**src/rtl/spi_nvram_pkg.sv**
```systemverilog
// Opcodes, status field layout, reset values and controller states
// Shared by the SPI front end and the opcode/status controller
package spi_nvram_pkg;
    localparam logic [7:0] OP_STATUS_READ       = 8'h05;
    localparam logic [7:0] OP_STATUS_READ_QUICK = 8'h09;
    localparam logic [7:0] OP_STATUS_WRITE      = 8'h01;
    localparam logic [7:0] OP_LATCH_SET         = 8'h06;
    localparam logic [7:0] OP_LATCH_CLEAR       = 8'h04;
    localparam logic [7:0] OP_ARRAY_READ        = 8'h03;
    localparam logic [7:0] OP_ARRAY_READ_QUICK  = 8'h0B;
    localparam logic [7:0] OP_ARRAY_WRITE       = 8'h02;
    localparam logic [7:0] OP_STORE             = 8'h3C;
    localparam logic [7:0] OP_RECALL            = 8'h60;
    localparam logic [7:0] OP_AUTOSAVE_ON       = 8'h59;
    localparam logic [7:0] OP_AUTOSAVE_OFF      = 8'h19;
    localparam logic [7:0] OP_SLEEP             = 8'hB9;
    localparam logic [7:0] OP_SN_WRITE          = 8'hC2;
    localparam logic [7:0] OP_SN_READ           = 8'hC3;
    localparam logic [7:0] OP_SN_READ_QUICK     = 8'hC9;
    localparam logic [7:0] OP_ID_READ           = 8'h9F;
    localparam logic [7:0] OP_ID_READ_QUICK     = 8'h99;
    localparam logic [7:0] OP_RESERVED          = 8'h1E;

    localparam int BIT_PIN_PROTECT = 7;
    localparam int BIT_SN_LOCK     = 6;
    localparam int BIT_LEVEL_HI    = 3;
    localparam int BIT_LEVEL_LO    = 2;
    localparam int BIT_WEL         = 1;
    localparam int BIT_BUSY        = 0;

    // Bits a status write may change
    localparam logic [7:0] STATUS_WRITE_MASK = 8'hCC;
    localparam logic [7:0] STATUS_RESET      = 8'h00;
    localparam logic [2:0] BIT_LAST          = 3'h7;
    localparam logic [3:0] SYNC_RESET        = 4'hF;

    typedef enum logic [2:0] {
        ST_IDLE    = 3'b000,
        ST_OPCODE  = 3'b001,
        ST_DUMMY   = 3'b011,
        ST_SEND    = 3'b010,
        ST_WDATA   = 3'b110,
        ST_PASS    = 3'b111,
        ST_DISCARD = 3'b101
    } ctrl_state_t;

    function automatic logic isWriteClass(input logic [7:0] op);
        return op == OP_STATUS_WRITE || op == OP_ARRAY_WRITE || op == OP_SN_WRITE ||
               op == OP_STORE || op == OP_RECALL || op == OP_AUTOSAVE_ON || op == OP_AUTOSAVE_OFF;
    endfunction : isWriteClass

    function automatic logic isKnown(input logic [7:0] op);
        return isWriteClass(op) || op == OP_STATUS_READ || op == OP_STATUS_READ_QUICK ||
               op == OP_LATCH_SET || op == OP_LATCH_CLEAR || op == OP_ARRAY_READ ||
               op == OP_ARRAY_READ_QUICK || op == OP_SLEEP || op == OP_SN_READ ||
               op == OP_SN_READ_QUICK || op == OP_ID_READ || op == OP_ID_READ_QUICK;
    endfunction : isKnown
endpackage : spi_nvram_pkg

```
**src/rtl/spi_link_sync.sv**
```systemverilog
// Pin synchroniser and edge finder for the SPI pins
// Assumes SCK runs well below a quarter of clk
module spi_link_sync (
    input  wire logic clk,
    input  wire logic resetn,
    input  wire logic csN,
    input  wire logic sck,
    input  wire logic si,
    input  wire logic wpN,
    output logic      csFall,
    output logic      csRise,
    output logic      sckRise,
    output logic      sckFall,
    output logic      sckLevel,
    output logic      siBit,
    output logic      wpLow
);
    typedef struct packed {
        logic [3:0] meta;
        logic [3:0] sync;
        logic [1:0] prev;
        logic       csFall;
        logic       csRise;
        logic       sckRise;
        logic       sckFall;
        logic       sckLevel;
        logic       siBit;
        logic       wpLow;
    } sync_t;

    sync_t q;
    sync_t d;

    always_comb begin
        d = q;
        // First stage feeds only the second stage
        d.meta     = {wpN, si, sck, csN};
        d.sync     = q.meta;
        d.prev     = q.sync[1:0];
        d.csFall   = q.prev[0] & ~q.sync[0];
        d.csRise   = ~q.prev[0] & q.sync[0];
        d.sckRise  = ~q.prev[1] & q.sync[1];
        d.sckFall  = q.prev[1] & ~q.sync[1];
        d.sckLevel = q.sync[1];
        d.siBit    = q.sync[2];
        d.wpLow    = ~q.sync[3];
    end

    always_ff @(posedge clk or negedge resetn) begin
        if (!resetn) begin
            q <= '{meta: spi_nvram_pkg::SYNC_RESET, sync: spi_nvram_pkg::SYNC_RESET,
                   prev: 2'h1, default: 1'b0};
        end else begin
            q <= d;
        end
    end

    assign csFall   = q.csFall;
    assign csRise   = q.csRise;
    assign sckRise  = q.sckRise;
    assign sckFall  = q.sckFall;
    assign sckLevel = q.sckLevel;
    assign siBit    = q.siBit;
    assign wpLow    = q.wpLow;
endmodule : spi_link_sync

```
**src/rtl/spi_nvram_opcode_status_ctrl.sv**
```systemverilog
// Opcode decoder and status/protection register of a serial nvSRAM
// Assumes busy, storeDone and recallDone come from logic on clk
// Behaviour
// First eight bits form the transaction opcode
// MSB first; transactions start at CS fall
// Decode status read, quick read, write
// Decode write latch set and clear
// Decode array read, quick read, write
// Decode store, recall, autosave on/off
// Decode serial number write and reads
// Decode sleep and identity reads
// Master picks normal or quick by rate
// Quick status read skips one dummy byte
// Status bit layout as specified
// Bits five and four read zero
// Busy bit follows store/recall activity
// Write latch clear after power-up
// Status write changes bits 7,6,3,2 only
// Status write is opcode plus data byte
// Serial lock set once, blocks serial writes
// Write-class commands need write latch set
// Rejected write ignored until next frame
// Latch set command sets write latch
// Completed write commands clear write latch
// Status kept nonvolatile only on store
// Unknown opcode discards frame, output off
// Mode from SCK level at select
// Latch clear acts at CS rise
// Protect pin low blocks status write; the code blocks it only while status bit 7 is set
// Reserved opcode behaves as unknown
module spi_nvram_opcode_status_ctrl (
    input  wire logic       clk,
    input  wire logic       resetn,
    input  wire logic       csN,
    input  wire logic       sck,
    input  wire logic       si,
    input  wire logic       wpN,
    input  wire logic       busy,
    input  wire logic       storeDone,
    input  wire logic       recallDone,
    output logic            so,
    output logic            soOe,
    output logic [7:0]      statusBits,
    output logic            cmdStrobe,
    output logic [7:0]      cmdOpcode,
    output logic            cmdAccepted,
    output logic            modeThree,
    output logic            frameEnd
);
    typedef struct packed {
        spi_nvram_pkg::ctrl_state_t state;
        logic [2:0] bitCnt;
        logic [7:0] shiftIn;
        logic [7:0] shiftOut;
        logic [7:0] opcode;
        logic [7:0] status;
        logic [7:0] nvBits;
        logic [7:0] statusOut;
        logic       mode3;
        logic       pendingClear;
        logic       so;
        logic       soOe;
        logic       cmdStrobe;
        logic       cmdAccepted;
        logic       frameEnd;
    } ctrl_t;

    ctrl_t q;
    ctrl_t d;

    logic       csFall;
    logic       csRise;
    logic       sckRise;
    logic       sckFall;
    logic       sckLevel;
    logic       siBit;
    logic       wpLow;
    logic [7:0] byteIn;
    logic [7:0] statusNow;
    logic       wel;
    logic       accept;

    spi_link_sync u_sync (
        .clk      (clk),
        .resetn   (resetn),
        .csN      (csN),
        .sck      (sck),
        .si       (si),
        .wpN      (wpN),
        .csFall   (csFall),
        .csRise   (csRise),
        .sckRise  (sckRise),
        .sckFall  (sckFall),
        .sckLevel (sckLevel),
        .siBit    (siBit),
        .wpLow    (wpLow)
    );

    assign byteIn = {q.shiftIn[6:0], siBit};
    assign wel    = q.status[spi_nvram_pkg::BIT_WEL];
    // Reserved bits are never stored, busy is live
    assign statusNow = {q.status[7:6], 2'h0, q.status[3:1], busy};

    // Write-class needs the latch; pin check is taken once at decode, so
    // a later pin change cannot spoil a status write already under way
    assign accept = spi_nvram_pkg::isKnown(byteIn)
        && !(spi_nvram_pkg::isWriteClass(byteIn) && !wel)
        && !(byteIn == spi_nvram_pkg::OP_SN_WRITE && q.status[spi_nvram_pkg::BIT_SN_LOCK])
        && !(byteIn == spi_nvram_pkg::OP_STATUS_WRITE
             && q.status[spi_nvram_pkg::BIT_PIN_PROTECT] && wpLow);

    always_comb begin
        d = q;
        d.cmdStrobe = 1'b0;
        d.frameEnd  = 1'b0;
        d.statusOut = statusNow;
        if (storeDone) begin
            d.nvBits = q.status & spi_nvram_pkg::STATUS_WRITE_MASK;
        end
        if (recallDone) begin
            d.status = (q.status & ~spi_nvram_pkg::STATUS_WRITE_MASK) | q.nvBits;
            // An older shadow copy must not unlock the serial number
            d.status[spi_nvram_pkg::BIT_SN_LOCK] =
                q.status[spi_nvram_pkg::BIT_SN_LOCK] | q.nvBits[spi_nvram_pkg::BIT_SN_LOCK];
        end
        if (csRise) begin
            d.state    = spi_nvram_pkg::ST_IDLE;
            d.soOe     = 1'b0;
            d.frameEnd = 1'b1;
            if (q.pendingClear) begin
                d.status[spi_nvram_pkg::BIT_WEL] = 1'b0;
            end
            d.pendingClear = 1'b0;
        end else if (csFall) begin
            d.state        = spi_nvram_pkg::ST_OPCODE;
            d.bitCnt       = 3'h0;
            d.mode3        = sckLevel;
            d.soOe         = 1'b0;
            d.pendingClear = 1'b0;
        end else if (sckRise && q.state != spi_nvram_pkg::ST_IDLE) begin
            // Both modes sample on the rising edge
            d.shiftIn = byteIn;
            d.bitCnt  = 3'(q.bitCnt + 3'h1);
            unique case (q.state)
                spi_nvram_pkg::ST_OPCODE: begin
                    if (q.bitCnt == spi_nvram_pkg::BIT_LAST) begin
                        d.opcode      = byteIn;
                        d.cmdStrobe   = 1'b1;
                        d.cmdAccepted = accept;
                        d.state       = spi_nvram_pkg::ST_PASS;
                        if (!accept) begin
                            d.state = spi_nvram_pkg::ST_DISCARD;
                        end else begin
                            unique case (byteIn)
                                spi_nvram_pkg::OP_STATUS_READ: begin
                                    d.state    = spi_nvram_pkg::ST_SEND;
                                    d.shiftOut = statusNow;
                                end
                                spi_nvram_pkg::OP_STATUS_READ_QUICK: begin
                                    d.state = spi_nvram_pkg::ST_DUMMY;
                                end
                                spi_nvram_pkg::OP_STATUS_WRITE: begin
                                    d.state = spi_nvram_pkg::ST_WDATA;
                                end
                                spi_nvram_pkg::OP_LATCH_SET: begin
                                    d.status[spi_nvram_pkg::BIT_WEL] = 1'b1;
                                end
                                spi_nvram_pkg::OP_LATCH_CLEAR: begin
                                    d.pendingClear = 1'b1;
                                end
                                default: begin
                                    // Array, nonvolatile, serial, sleep, identity
                                    d.pendingClear = spi_nvram_pkg::isWriteClass(byteIn);
                                end
                            endcase
                        end
                    end
                end
                spi_nvram_pkg::ST_DUMMY: begin
                    if (q.bitCnt == spi_nvram_pkg::BIT_LAST) begin
                        d.state    = spi_nvram_pkg::ST_SEND;
                        d.shiftOut = statusNow;
                    end
                end
                spi_nvram_pkg::ST_SEND: begin
                    // Status repeats while the master keeps clocking
                    if (q.bitCnt == spi_nvram_pkg::BIT_LAST) begin
                        d.shiftOut = statusNow;
                    end
                end
                spi_nvram_pkg::ST_WDATA: begin
                    if (q.bitCnt == spi_nvram_pkg::BIT_LAST) begin
                        d.status = (q.status & ~spi_nvram_pkg::STATUS_WRITE_MASK)
                                 | (byteIn & spi_nvram_pkg::STATUS_WRITE_MASK);
                        // Lock can only ever go from zero to one
                        d.status[spi_nvram_pkg::BIT_SN_LOCK] =
                            q.status[spi_nvram_pkg::BIT_SN_LOCK] | byteIn[spi_nvram_pkg::BIT_SN_LOCK];
                        d.pendingClear = 1'b1;
                        d.state        = spi_nvram_pkg::ST_PASS;
                    end
                end
                spi_nvram_pkg::ST_PASS, spi_nvram_pkg::ST_DISCARD: begin
                end
                default: begin
                    d.state = spi_nvram_pkg::ST_DISCARD;
                end
            endcase
        end else if (sckFall && q.state == spi_nvram_pkg::ST_SEND) begin
            d.so       = q.shiftOut[7];
            d.shiftOut = {q.shiftOut[6:0], 1'b0};
            d.soOe     = 1'b1;
        end
    end

    always_ff @(posedge clk or negedge resetn) begin
        if (!resetn) begin
            // Latch and volatile status come up clear
            q <= '{state: spi_nvram_pkg::ST_IDLE, status: spi_nvram_pkg::STATUS_RESET,
                   nvBits: spi_nvram_pkg::STATUS_RESET, default: '0};
        end else begin
            q <= d;
        end
    end

    assign so          = q.so;
    assign soOe        = q.soOe;
    assign statusBits  = q.statusOut;
    assign cmdStrobe   = q.cmdStrobe;
    assign cmdOpcode   = q.opcode;
    assign cmdAccepted = q.cmdAccepted;
    assign modeThree   = q.mode3;
    assign frameEnd    = q.frameEnd;
endmodule : spi_nvram_opcode_status_ctrl

```
**config.mk**
```make
export PLATFORM = sky130hd
export DESIGN_NAME = spi_nvram_opcode_status_ctrl
export DESIGN_NICKNAME = d
export VERILOG_FILES = /design/src/rtl/spi_nvram_pkg.sv /design/src/rtl/spi_link_sync.sv /design/src/rtl/spi_nvram_opcode_status_ctrl.sv
export SDC_FILE = /design/constraint.sdc
export NUM_CORES = 1
export LEC_CHECK = 0
export ABC_AREA = 1
export BUFFER_PORTS_ARGS = -buffer_cell sky130_fd_sc_hd__clkbuf_2
export CORE_MARGIN = 2
export CORE_UTILIZATION = 58
export DETAILED_ROUTE_END_ITERATION = 10
export PLACE_DENSITY = 0.77
export SKIP_CTS_REPAIR_TIMING = 1
export SLEW_MARGIN = 20
export SYNTH_ARGS = -nofsm -noshare
export SYNTH_HDL_FRONTEND = slang
export SYNTH_SLANG_ARGS = --single-unit
```
**constraint.sdc**
```tcl
create_clock -name clk -period 2 [get_ports clk]
set_input_delay 0.1 -clock clk [delete_from_list [all_inputs] [get_ports clk]]
set_output_delay 0.1 -clock clk [all_outputs]
set_load 0.01 [all_outputs]
```
==> out/metrics.sh, run 1 <==
SW_FRAC_OF_TOTAL=0.291
GRT_REMAINING_OVERFLOW=0
FINAL.SETUP_SKEW_NS=0.0119
FINALWEIGHTEDCONGESTION=0.869
HOLD_SLACK_NS=0.0660
VIASPERCELL=5.10
CP_CELL_SEQUENCE='o31ai_4 > inv_1 > o21ai_1 > a211oi_4 > buf_4 > nor2_1 > a21oi_1'
DETAIL_ROUTE.ITER0.VIOLATIONS=140
CTS_ROOT_BUFFER='sky130_fd_sc_hd__clkbuf_8'
SYNTH_ENABLE_FLOP_CELLS=0
YS_TOP_CELLS_BY_AREA='sky130_fd_sc_hd__dfrtp_1 48%, sky130_fd_sc_hd__nand2_1 9.1%, sky130_fd_sc_hd__dfstp_2 7.9%, sky130_fd_sc_hd__nor2_1 5.5%, sky130_fd_sc_hd__o21ai_0 5.2%'
GRT_PASS1_VIAS=2124
FINAL_PERIOD_MINUS_WORST_SETUP_SLACK_NS=1.87
CORE-AREA_MM2=0.00504
DIE_AREA_MM2=0.00576
SYNTH-ASYNC-RESET-RATIO=1.00
CLOCK_PATH_BUFFERS=2
PORT_BUFFERS=28
PERIOD_SHARE=0.933
DRT_PRE_ANTENNA_ITERS=4
MAX_SLEW.WORST_PIN.SLEW_NS=0.563
CRIT_PATH_MAX_FANOUT=16
HP-CLASS='primary input to register'
LAYOUT-DRIVE-GT1-SHARE=0.189
TOTAL_SWITCHING_POWER_mW=0.905
DIE_HEIGHT_UM=75.9
ROW_COUNT=26
DOMINANTREGCELLSYNTH='sky130_fd_sc_hd__dfrtp_1'
SYNTHDOMINANTCELLAREASHARE=0.484
LEAKAGEPOWER_nW=1.67
SYNTH.CELL_AREA_MM2=0.00300
SYN_AREA_PER_CELL_UM2=8.96
DRC_ERRORS=0
CRITICAL-PATH-MAX-STAGE-DELAY_NS=0.51
CLK_LATENCY_NS=0.34
LAYOUTNONFILLERINSTCOUNT=445
POWER.DENSITY_mW_PER_MM2=920
TRITONCTS='built'
ANTENNADIODECOUNT=0
CRIT_PATH_END_KIND='register'
FINAL_HOLD_VIOL_COUNT=0
FINISH.INSTANCE_AREA_MM2=0.00338
POST_SYNTH_AND_OR_NAND_NOR_AREA_FRACTION=0.191
INTERNAL_POWER_mW=2.20
CLOCK_SINKS=67
SHARE_COMB_OF_TOTAL_POWER=0.172
FLOORPLAN.INITIALDENSITY=0.595
SYN_TO_FINAL_GROWTH_PCT=12.6
PATH_CLK_SLEW_NS=0.07
LEADING_CELL_TYPES_IN_THE_LAYOUT_FILL_AND_TAPS_EXCLUDED='73 x sky130_fd_sc_hd__nand2_1, 58 x sky130_fd_sc_hd__dfrtp_1, 44 x sky130_fd_sc_hd__nor2_1'
FIN_TNS_SETUP_NS=0
NUMBER_OF_MAX_SLEW_VIOLATIONS_IN_THE_FINAL_REPORT=0
CP_DATA_REQUIRED_TIME_NS=2.22
OUTCOME='finished clean'
FIN_NETS=381
DESIGN.PORTCOUNT=31
ANTENNA_FOUND_INITIAL=0
FINAL-SETUP-VIOL-COUNT=0
RSZ0062_AT_GRT='false'
DRT-WIRELENGTH-PER-CELL_UM=12.6
CLKPWRFRAC=0.304
PATH_CLASS='register to register'
DP.FINAL_HPWL_MM=3.95
VIAS=2271
HTREEDEPTH=3
DP.CELLS=423
SLOWEST_CP_CELL='sky130_fd_sc_hd__o31ai_4'
MAX_CLOCK_FREQ_GHz=0.536
GRT_PASS1_WL_MM=9.62
DIEWIDTH_UM=75.9
YOSYS_WARNINGS=0
SYNTH.YOSYS.SEQ_AREA_SHARE=0.563
PIN_COUNT_OF_THE_BIGGEST_NET_ENTERING_GLOBAL_ROUTING=27
SYNTH_CELLS=335
SYNTH_COMPOUND_GATE_AREA_SHARE=0.140
DRV.MAX_CAP_VIOLATION_COUNT=0
VDD_IR_DROP_MAX_mV=0.488
RELSLEWSLACK=0.625
LAYOUT.CELLS.MOST_COMMON='sky130_fd_sc_hd__nand2_1'
START_KIND='register'
ARRIVAL_TIME_WORST_ENDPOINT_NS=2.08
CTS-BUFFERS-INSERTED=9
TRACK_USAGE=0.211
SYNTH_SEQ_CELLS=67
LARGEST_FAMILY_OF_LOGIC_CELLS_BY_SYNTHESIZED_AREA='simple AND/OR/NAND/NOR gates'
SYNTH_ADDER_AREA_SHARE=0.00834
POST_SYNTH_XOR_AREA_FRACTION=0
SYNTH_AREA_LEADER_CELL='sky130_fd_sc_hd__dfrtp_1'
FILLERINSTANCES=423
SYNTHMUXAREASHARE=0
ROUTED_WIRELENGTH_MM=5.60
PLACED_AREA_MM2=0.00315
ANT_NETS=0
YOSYS.CELL_TYPES.COUNT=33
PWR-SHARE-SEQ=0.524
==> power by group through the flow <==
stage	logic [mW]	clock network [mW]	registers (mW)
5_1_grt	0.622	1.03	1.65
4_1_cts	0.527	0.957	1.63
2_1_floorplan	0.401	0	1.62
6_report	0.535	0.944	1.63
3_5_place_dp	0.521	0	1.65
3_3_place_gp	0.507	0	1.64
==> through the flow <==
| step | utilization | worst slack (ns) | power (mW) |
|---|---|---|---|
| 2_1_floorplan | - | 0.264 | 2.02 |
| 3_3_place_gp | 0.626 | 0.158 | 2.15 |
| 3_5_place_dp | 0.626 | 0.118 | 2.17 |
| 4_1_cts | 0.658 | 0.123 | 3.11 |
| 5_1_grt | 0.670 | 0.00134 | 3.30 |
| 6_report | 0.670 | 0.133 | 3.11 |
==> worst paths after layout <==
check                      cells past startpoint            to          from  slack (ns)
max in group asynchronous                      3  u_sync.d[12]        resetn        0.95
min reg2reg                                    0  u_sync.q[12]  u_sync.d[12]        0.35
min in group asynchronous                      2  cmdOpcode[6]        resetn        0.29
min                                            2         q[22]     storeDone        0.07
max                                            7         q[39]         q[60]        0.13
max reg2reg                                    7         q[39]         q[60]        0.13
==> per-layer routing <==
| layer | GRT usage | share of wire | up-vias |
|---|---|---|---|
| met4 | 0.0873 | 0.020 | 0 |
| met5 | 0 | 0 | - |
| met3 | 0.0393 | 0.039 | 11 |
| met2 | 0.345 | 0.48 | 52 |
| li1 | - | - | 1129 |
| met1 | 0.281 | 0.46 | 1079 |
==> state kept, by name, indices dropped and copies added, names as in the netlist <==
signal / cells
so: 1
u_sync.csRise: 1
cmdStrobe: 1
u_sync.d: 7
byteIn: 7
u_sync.sckFall: 1
cmdAccepted: 1
d: 5
u_sync.wpLow: 1
statusBits: 6
frameEnd: 1
u_sync.sckRise: 1
cmdOpcode: 8
soOe: 1
q: 19
u_sync.csFall: 1
u_sync.siBit: 1
modeThree: 1
u_sync.q: 3
==> synth_stat cells (all sizes together) (2+ instances only) <==
master and n:
a21oi 24, a22o 2, a22oi 5, buf 20
clkbuf 2, dfrtp 58, dfstp 9, ha 2
inv 35, nand2 73, nand3 10, nand4 2
nor2 48, nor3 2, o21ai 33, o31ai 2
==> worst max-delay path, delay by kind of cell, from the launching register on <==
family          cells  cell delay, ns
compound gates      4            0.86
flops               1            0.43
buf+inv             2            0.34
simple gates        1            0.11
==> kinds of logic (layout without fill, tap and decap cells) <==
kind of cell / Yosys count / after routing
DFF: 67 / 67
other: 1 / 2
adders and majority gates: 2 / 2
and+or+nand+nor: 137 / 137
buffers and inverters: 57 / 96
AOI/OAI and AO/OA: 71 / 71
==> cell type report <==
type / count / area, µm² / share of cell area
clock buffer: 13 / 149 / 0.0441
clock inverter: 3 / 15.0 / 0.00444
inverter: 35 / 131 / 0.0389
multi-input combinational: 212 / 1020 / 0.303
sequential: 67 / 1690 / 0.500
tap: 70 / 87.6 / 0.0259
timing repair buffer: 45 / 283 / 0.0837
Note: power is estimated with default switching activity, not from simulation.
==> run 2: changes to the inputs <==
--- a/config.mk
+++ b/config.mk
@@ -6,11 +6,11 @@
 export NUM_CORES = 1
 export LEC_CHECK = 0
 export ABC_AREA = 1
-export BUFFER_PORTS_ARGS = -buffer_cell sky130_fd_sc_hd__clkbuf_2
 export CORE_MARGIN = 2
-export CORE_UTILIZATION = 58
+export CORE_UTILIZATION = 45
 export DETAILED_ROUTE_END_ITERATION = 10
-export PLACE_DENSITY = 0.77
+export DONT_BUFFER_PORTS = 1
+export PLACE_DENSITY = 0.58
 export SKIP_CTS_REPAIR_TIMING = 1
 export SLEW_MARGIN = 20
 export SYNTH_ARGS = -nofsm -noshare
==> out/metrics.sh, run 2 (synthesized netlist as in run 1, its figures left out) <==
ARRIVAL_TIME_WORST_ENDPOINT_NS=2.07  # was 2.08 ns
USE_MET1=0.231  # was 0.281
LAYOUT.CELLS.MOST_COMMON='sky130_fd_sc_hd__nand2_1'  # unchanged
FINAL-SETUP-VIOL-COUNT=0  # unchanged
OUTCOME='finished, violations left'  # was finished clean
WORSTSETUPSTARTPOINT='q[58]'  # was q[60]
DESIGN.PORTCOUNT=31  # unchanged
PIN_COUNT_OF_THE_BIGGEST_NET_ENTERING_GLOBAL_ROUTING=68  # was 27
GRT_PASS1_VIAS=2083  # was 2124
ANTENNADIODECOUNT=0  # unchanged
HP-CLASS='primary input to register'  # unchanged
PERIOD_SHARE=0.922  # was 0.933
CORE-AREA_MM2=0.00639  # was 0.00504 mm²
CLOCK_PATH_BUFFERS=2  # unchanged
CTS_ROOT_BUFFER='sky130_fd_sc_hd__clkbuf_8'  # unchanged
RR_STARTPOINT='q[58]'  # was q[60]
SETUP.REG_TO_REG.WORST_SLACK_NS=0.16  # was 0.13 ns
DIEWIDTH_UM=85.7  # was 75.9 µm
POWER.DENSITY_mW_PER_MM2=963  # was 920 mW/mm²
DIE_HEIGHT_UM=85.7  # was 75.9 µm
FINAL_HOLD_VIOL_COUNT=2  # was 0
VDD_IR_DROP_MAX_mV=0.740  # was 0.488 mV
VIAS=2149  # was 2271
HTREEDEPTH=3  # unchanged
PATH_CLK_SLEW_NS=0.07  # about the same
FLOORPLAN.INITIALDENSITY=0.470  # was 0.595
CRIT_PATH_END_KIND='register'  # unchanged
WORST_SETUP_PATH_ENDPOINT='q[46]'  # was q[39]
DIE_AREA_MM2=0.00734  # was 0.00576 mm²
DRV.MAX_CAP_VIOLATION_COUNT=0  # unchanged
SYN_TO_FINAL_GROWTH_PCT=10.9  # was 12.6%
FIN_NETS=354  # was 381
FINAL.SETUP_SKEW_NS=0.00602  # was 0.0119 ns
MAX_CLOCK_FREQ_GHz=0.542  # was 0.536 GHz
START_KIND='register'  # unchanged
GRT_PASS1_WL_MM=9.69  # was 9.62 mm
NUMBER_OF_MAX_SLEW_VIOLATIONS_IN_THE_FINAL_REPORT=0  # unchanged
CRIT_PATH_MAX_FANOUT=16  # unchanged
GRT_REMAINING_OVERFLOW=0  # unchanged
DP.FINAL_HPWL_MM=3.91  # was 3.95 mm
DETAIL_ROUTE.ITER0.VIOLATIONS=119  # was 140
DP.CELLS=400  # was 423
CRITICAL-PATH-MAX-STAGE-DELAY_NS=0.45  # was 0.51 ns
FINAL_UTIL=0.521  # was 0.670
WORSTREG2REGEND='q[46]'  # was q[39]
LAYOUTNONFILLERINSTCOUNT=425  # was 445
DRC_ERRORS=0  # unchanged
FINALWEIGHTEDCONGESTION=0.867  # was 0.869
GLOBAL_ROUTE.PEAK_USAGE_LAYER='met2'  # unchanged
FIN_TNS_SETUP_NS=0  # unchanged
FINAL_PERIOD_MINUS_WORST_SETUP_SLACK_NS=1.84  # was 1.87 ns
HOLD_SLACK_NS=-0.00925  # was 0.0660 ns
REGMOSTFLOPS='q'  # unchanged
CLOCK_SINKS=67  # unchanged
MET3_USAGE=0.0539  # was 0.0393
PATH_CLASS='register to register'  # unchanged
REG2REG_DEPTH=8  # was 7
ANT_NETS=0  # unchanged
VIASPERCELL=5.06  # was 5.10
TIMING.CRITICAL_PATH.MODE_CELL='sky130_fd_sc_hd__buf_4'
LEAKAGEPOWER_nW=1.57  # was 1.67 nW
ROUTED_WIRELENGTH_MM=5.65  # was 5.60 mm
TRITONCTS='built'  # unchanged
MULTI_INPUT_COMB_AREA_MM2=0.00105  # was 0.00102 mm²
DRT-WIRELENGTH-PER-CELL_UM=13.3  # was 12.6 µm
TOTAL_POWER_mW=3.20  # was 3.11 mW
CLK_LATENCY_NS=0.34  # about the same
LEADING_CELL_TYPES_IN_THE_LAYOUT_FILL_AND_TAPS_EXCLUDED='73 x sky130_fd_sc_hd__nand2_1, 54 x sky130_fd_sc_hd__dfrtp_1, 42 x sky130_fd_sc_hd__nor2_1'  # was 73 x sky130_fd_sc_hd__nand2_1, 58 x sky130_fd_sc_hd__dfrtp_1, 44 x sky130_fd_sc_hd__nor2_1
CP_DATA_REQUIRED_TIME_NS=2.23  # was 2.22 ns
PORT_BUFFERS=0  # was 28
CTS-BUFFERS-INSERTED=9  # unchanged
FILLERINSTANCES=604  # was 423
RSZ0062_AT_GRT='false'  # unchanged
SEQUENTIAL_CELL_AREA_MM2=0.00169  # about the same
GRT.MET2_USAGE=0.251  # was 0.345
TRACK_USAGE=0.169  # was 0.211
ROW_COUNT=29  # was 26
CP_CELL_SEQUENCE='o31ai_4 > buf_4 > inv_1 > o21ai_1 > a211oi_4 > buf_4 > nand2_1 > o21ai_0'  # was o31ai_4 > inv_1 > o21ai_1 > a211oi_4 > buf_4 > nor2_1 > a21oi_1
FAILING_CHECKS='hold timing'
ANTENNA_FOUND_INITIAL=0  # unchanged
LARGEST_REG_FLOPS=19  # unchanged
SLOWEST_CP_CELL='sky130_fd_sc_hd__dfrtp_1'  # was sky130_fd_sc_hd__o31ai_4
LAYOUT-DRIVE-GT1-SHARE=0.149  # was 0.189
DRT_PRE_ANTENNA_ITERS=6  # was 4
run 2: cell count changes in the layout (fill, tap and decap cells not counted), moves of 2 or more:
cell / delta
sky130_fd_sc_hd__clkbuf_2: -27
sky130_fd_sc_hd__clkbuf_8: +2
sky130_fd_sc_hd__buf_4: -2
sky130_fd_sc_hd__dfrtp_2: +4
sky130_fd_sc_hd__nor2_1: -2
sky130_fd_sc_hd__dlygate4sd3_1: +2
sky130_fd_sc_hd__dfrtp_1: -4
sky130_fd_sc_hd__nor2_4: +2
run 2: power breakdown:
part           leakage [nW]  switching [mW]  internal [mW]
clock                0.0965           0.482          0.549
sequential            0.827           0.140           1.52
combinational         0.642           0.305          0.208
total                  1.57           0.927           2.28
run 2: through the flow:
step / area, µm² / setup WS, ns
5_1_grt: 3330 / 0.00527
3_3_place_gp: 3010 / 0.0928
2_1_floorplan: 3000 / 0.264
6_report: 3330 / 0.155
4_1_cts: 3190 / 0.0991
3_5_place_dp: 3010 / 0.117
run 2: critical path, delay by kind of cell (launching register included):
family	cells	cell delay (ns)
simple gates	1	0.07
compound gates	4	0.67
flops	1	0.45
buf+inv	3	0.54
run 2: worst min path at each step:
stage | slack (ns) | endpoint | startpoint | cells after the start
3_3_place_gp | -0.19 | cmdStrobe | resetn | 0
3_5_place_dp | -0.19 | cmdOpcode[2] | resetn | 0
5_1_grt | 0.004 | d[14] | recallDone | 2
2_1_floorplan | -0.20 | byteIn[1] | resetn | 0
6_report | -0.009 | d[9] | recallDone | 2
4_1_cts | -0.57 | cmdOpcode[4] | resetn | 0
run 2: per-layer routing:
layer | routed length, µm | part of all wire
met4 | 98 | 0.017
met1 | 2800 | 0.50
met5 | 0 | 0
met3 | 223 | 0.039
met2 | 2530 | 0.45
run 2: cell type report:
type                       count  share of cell area
clock buffer                  14              0.0519
clock inverter                 2             0.00301
inverter                      35              0.0395
multi-input combinational    212               0.315
sequential                    67               0.509
tap                           77              0.0289
timing repair buffer          18              0.0526
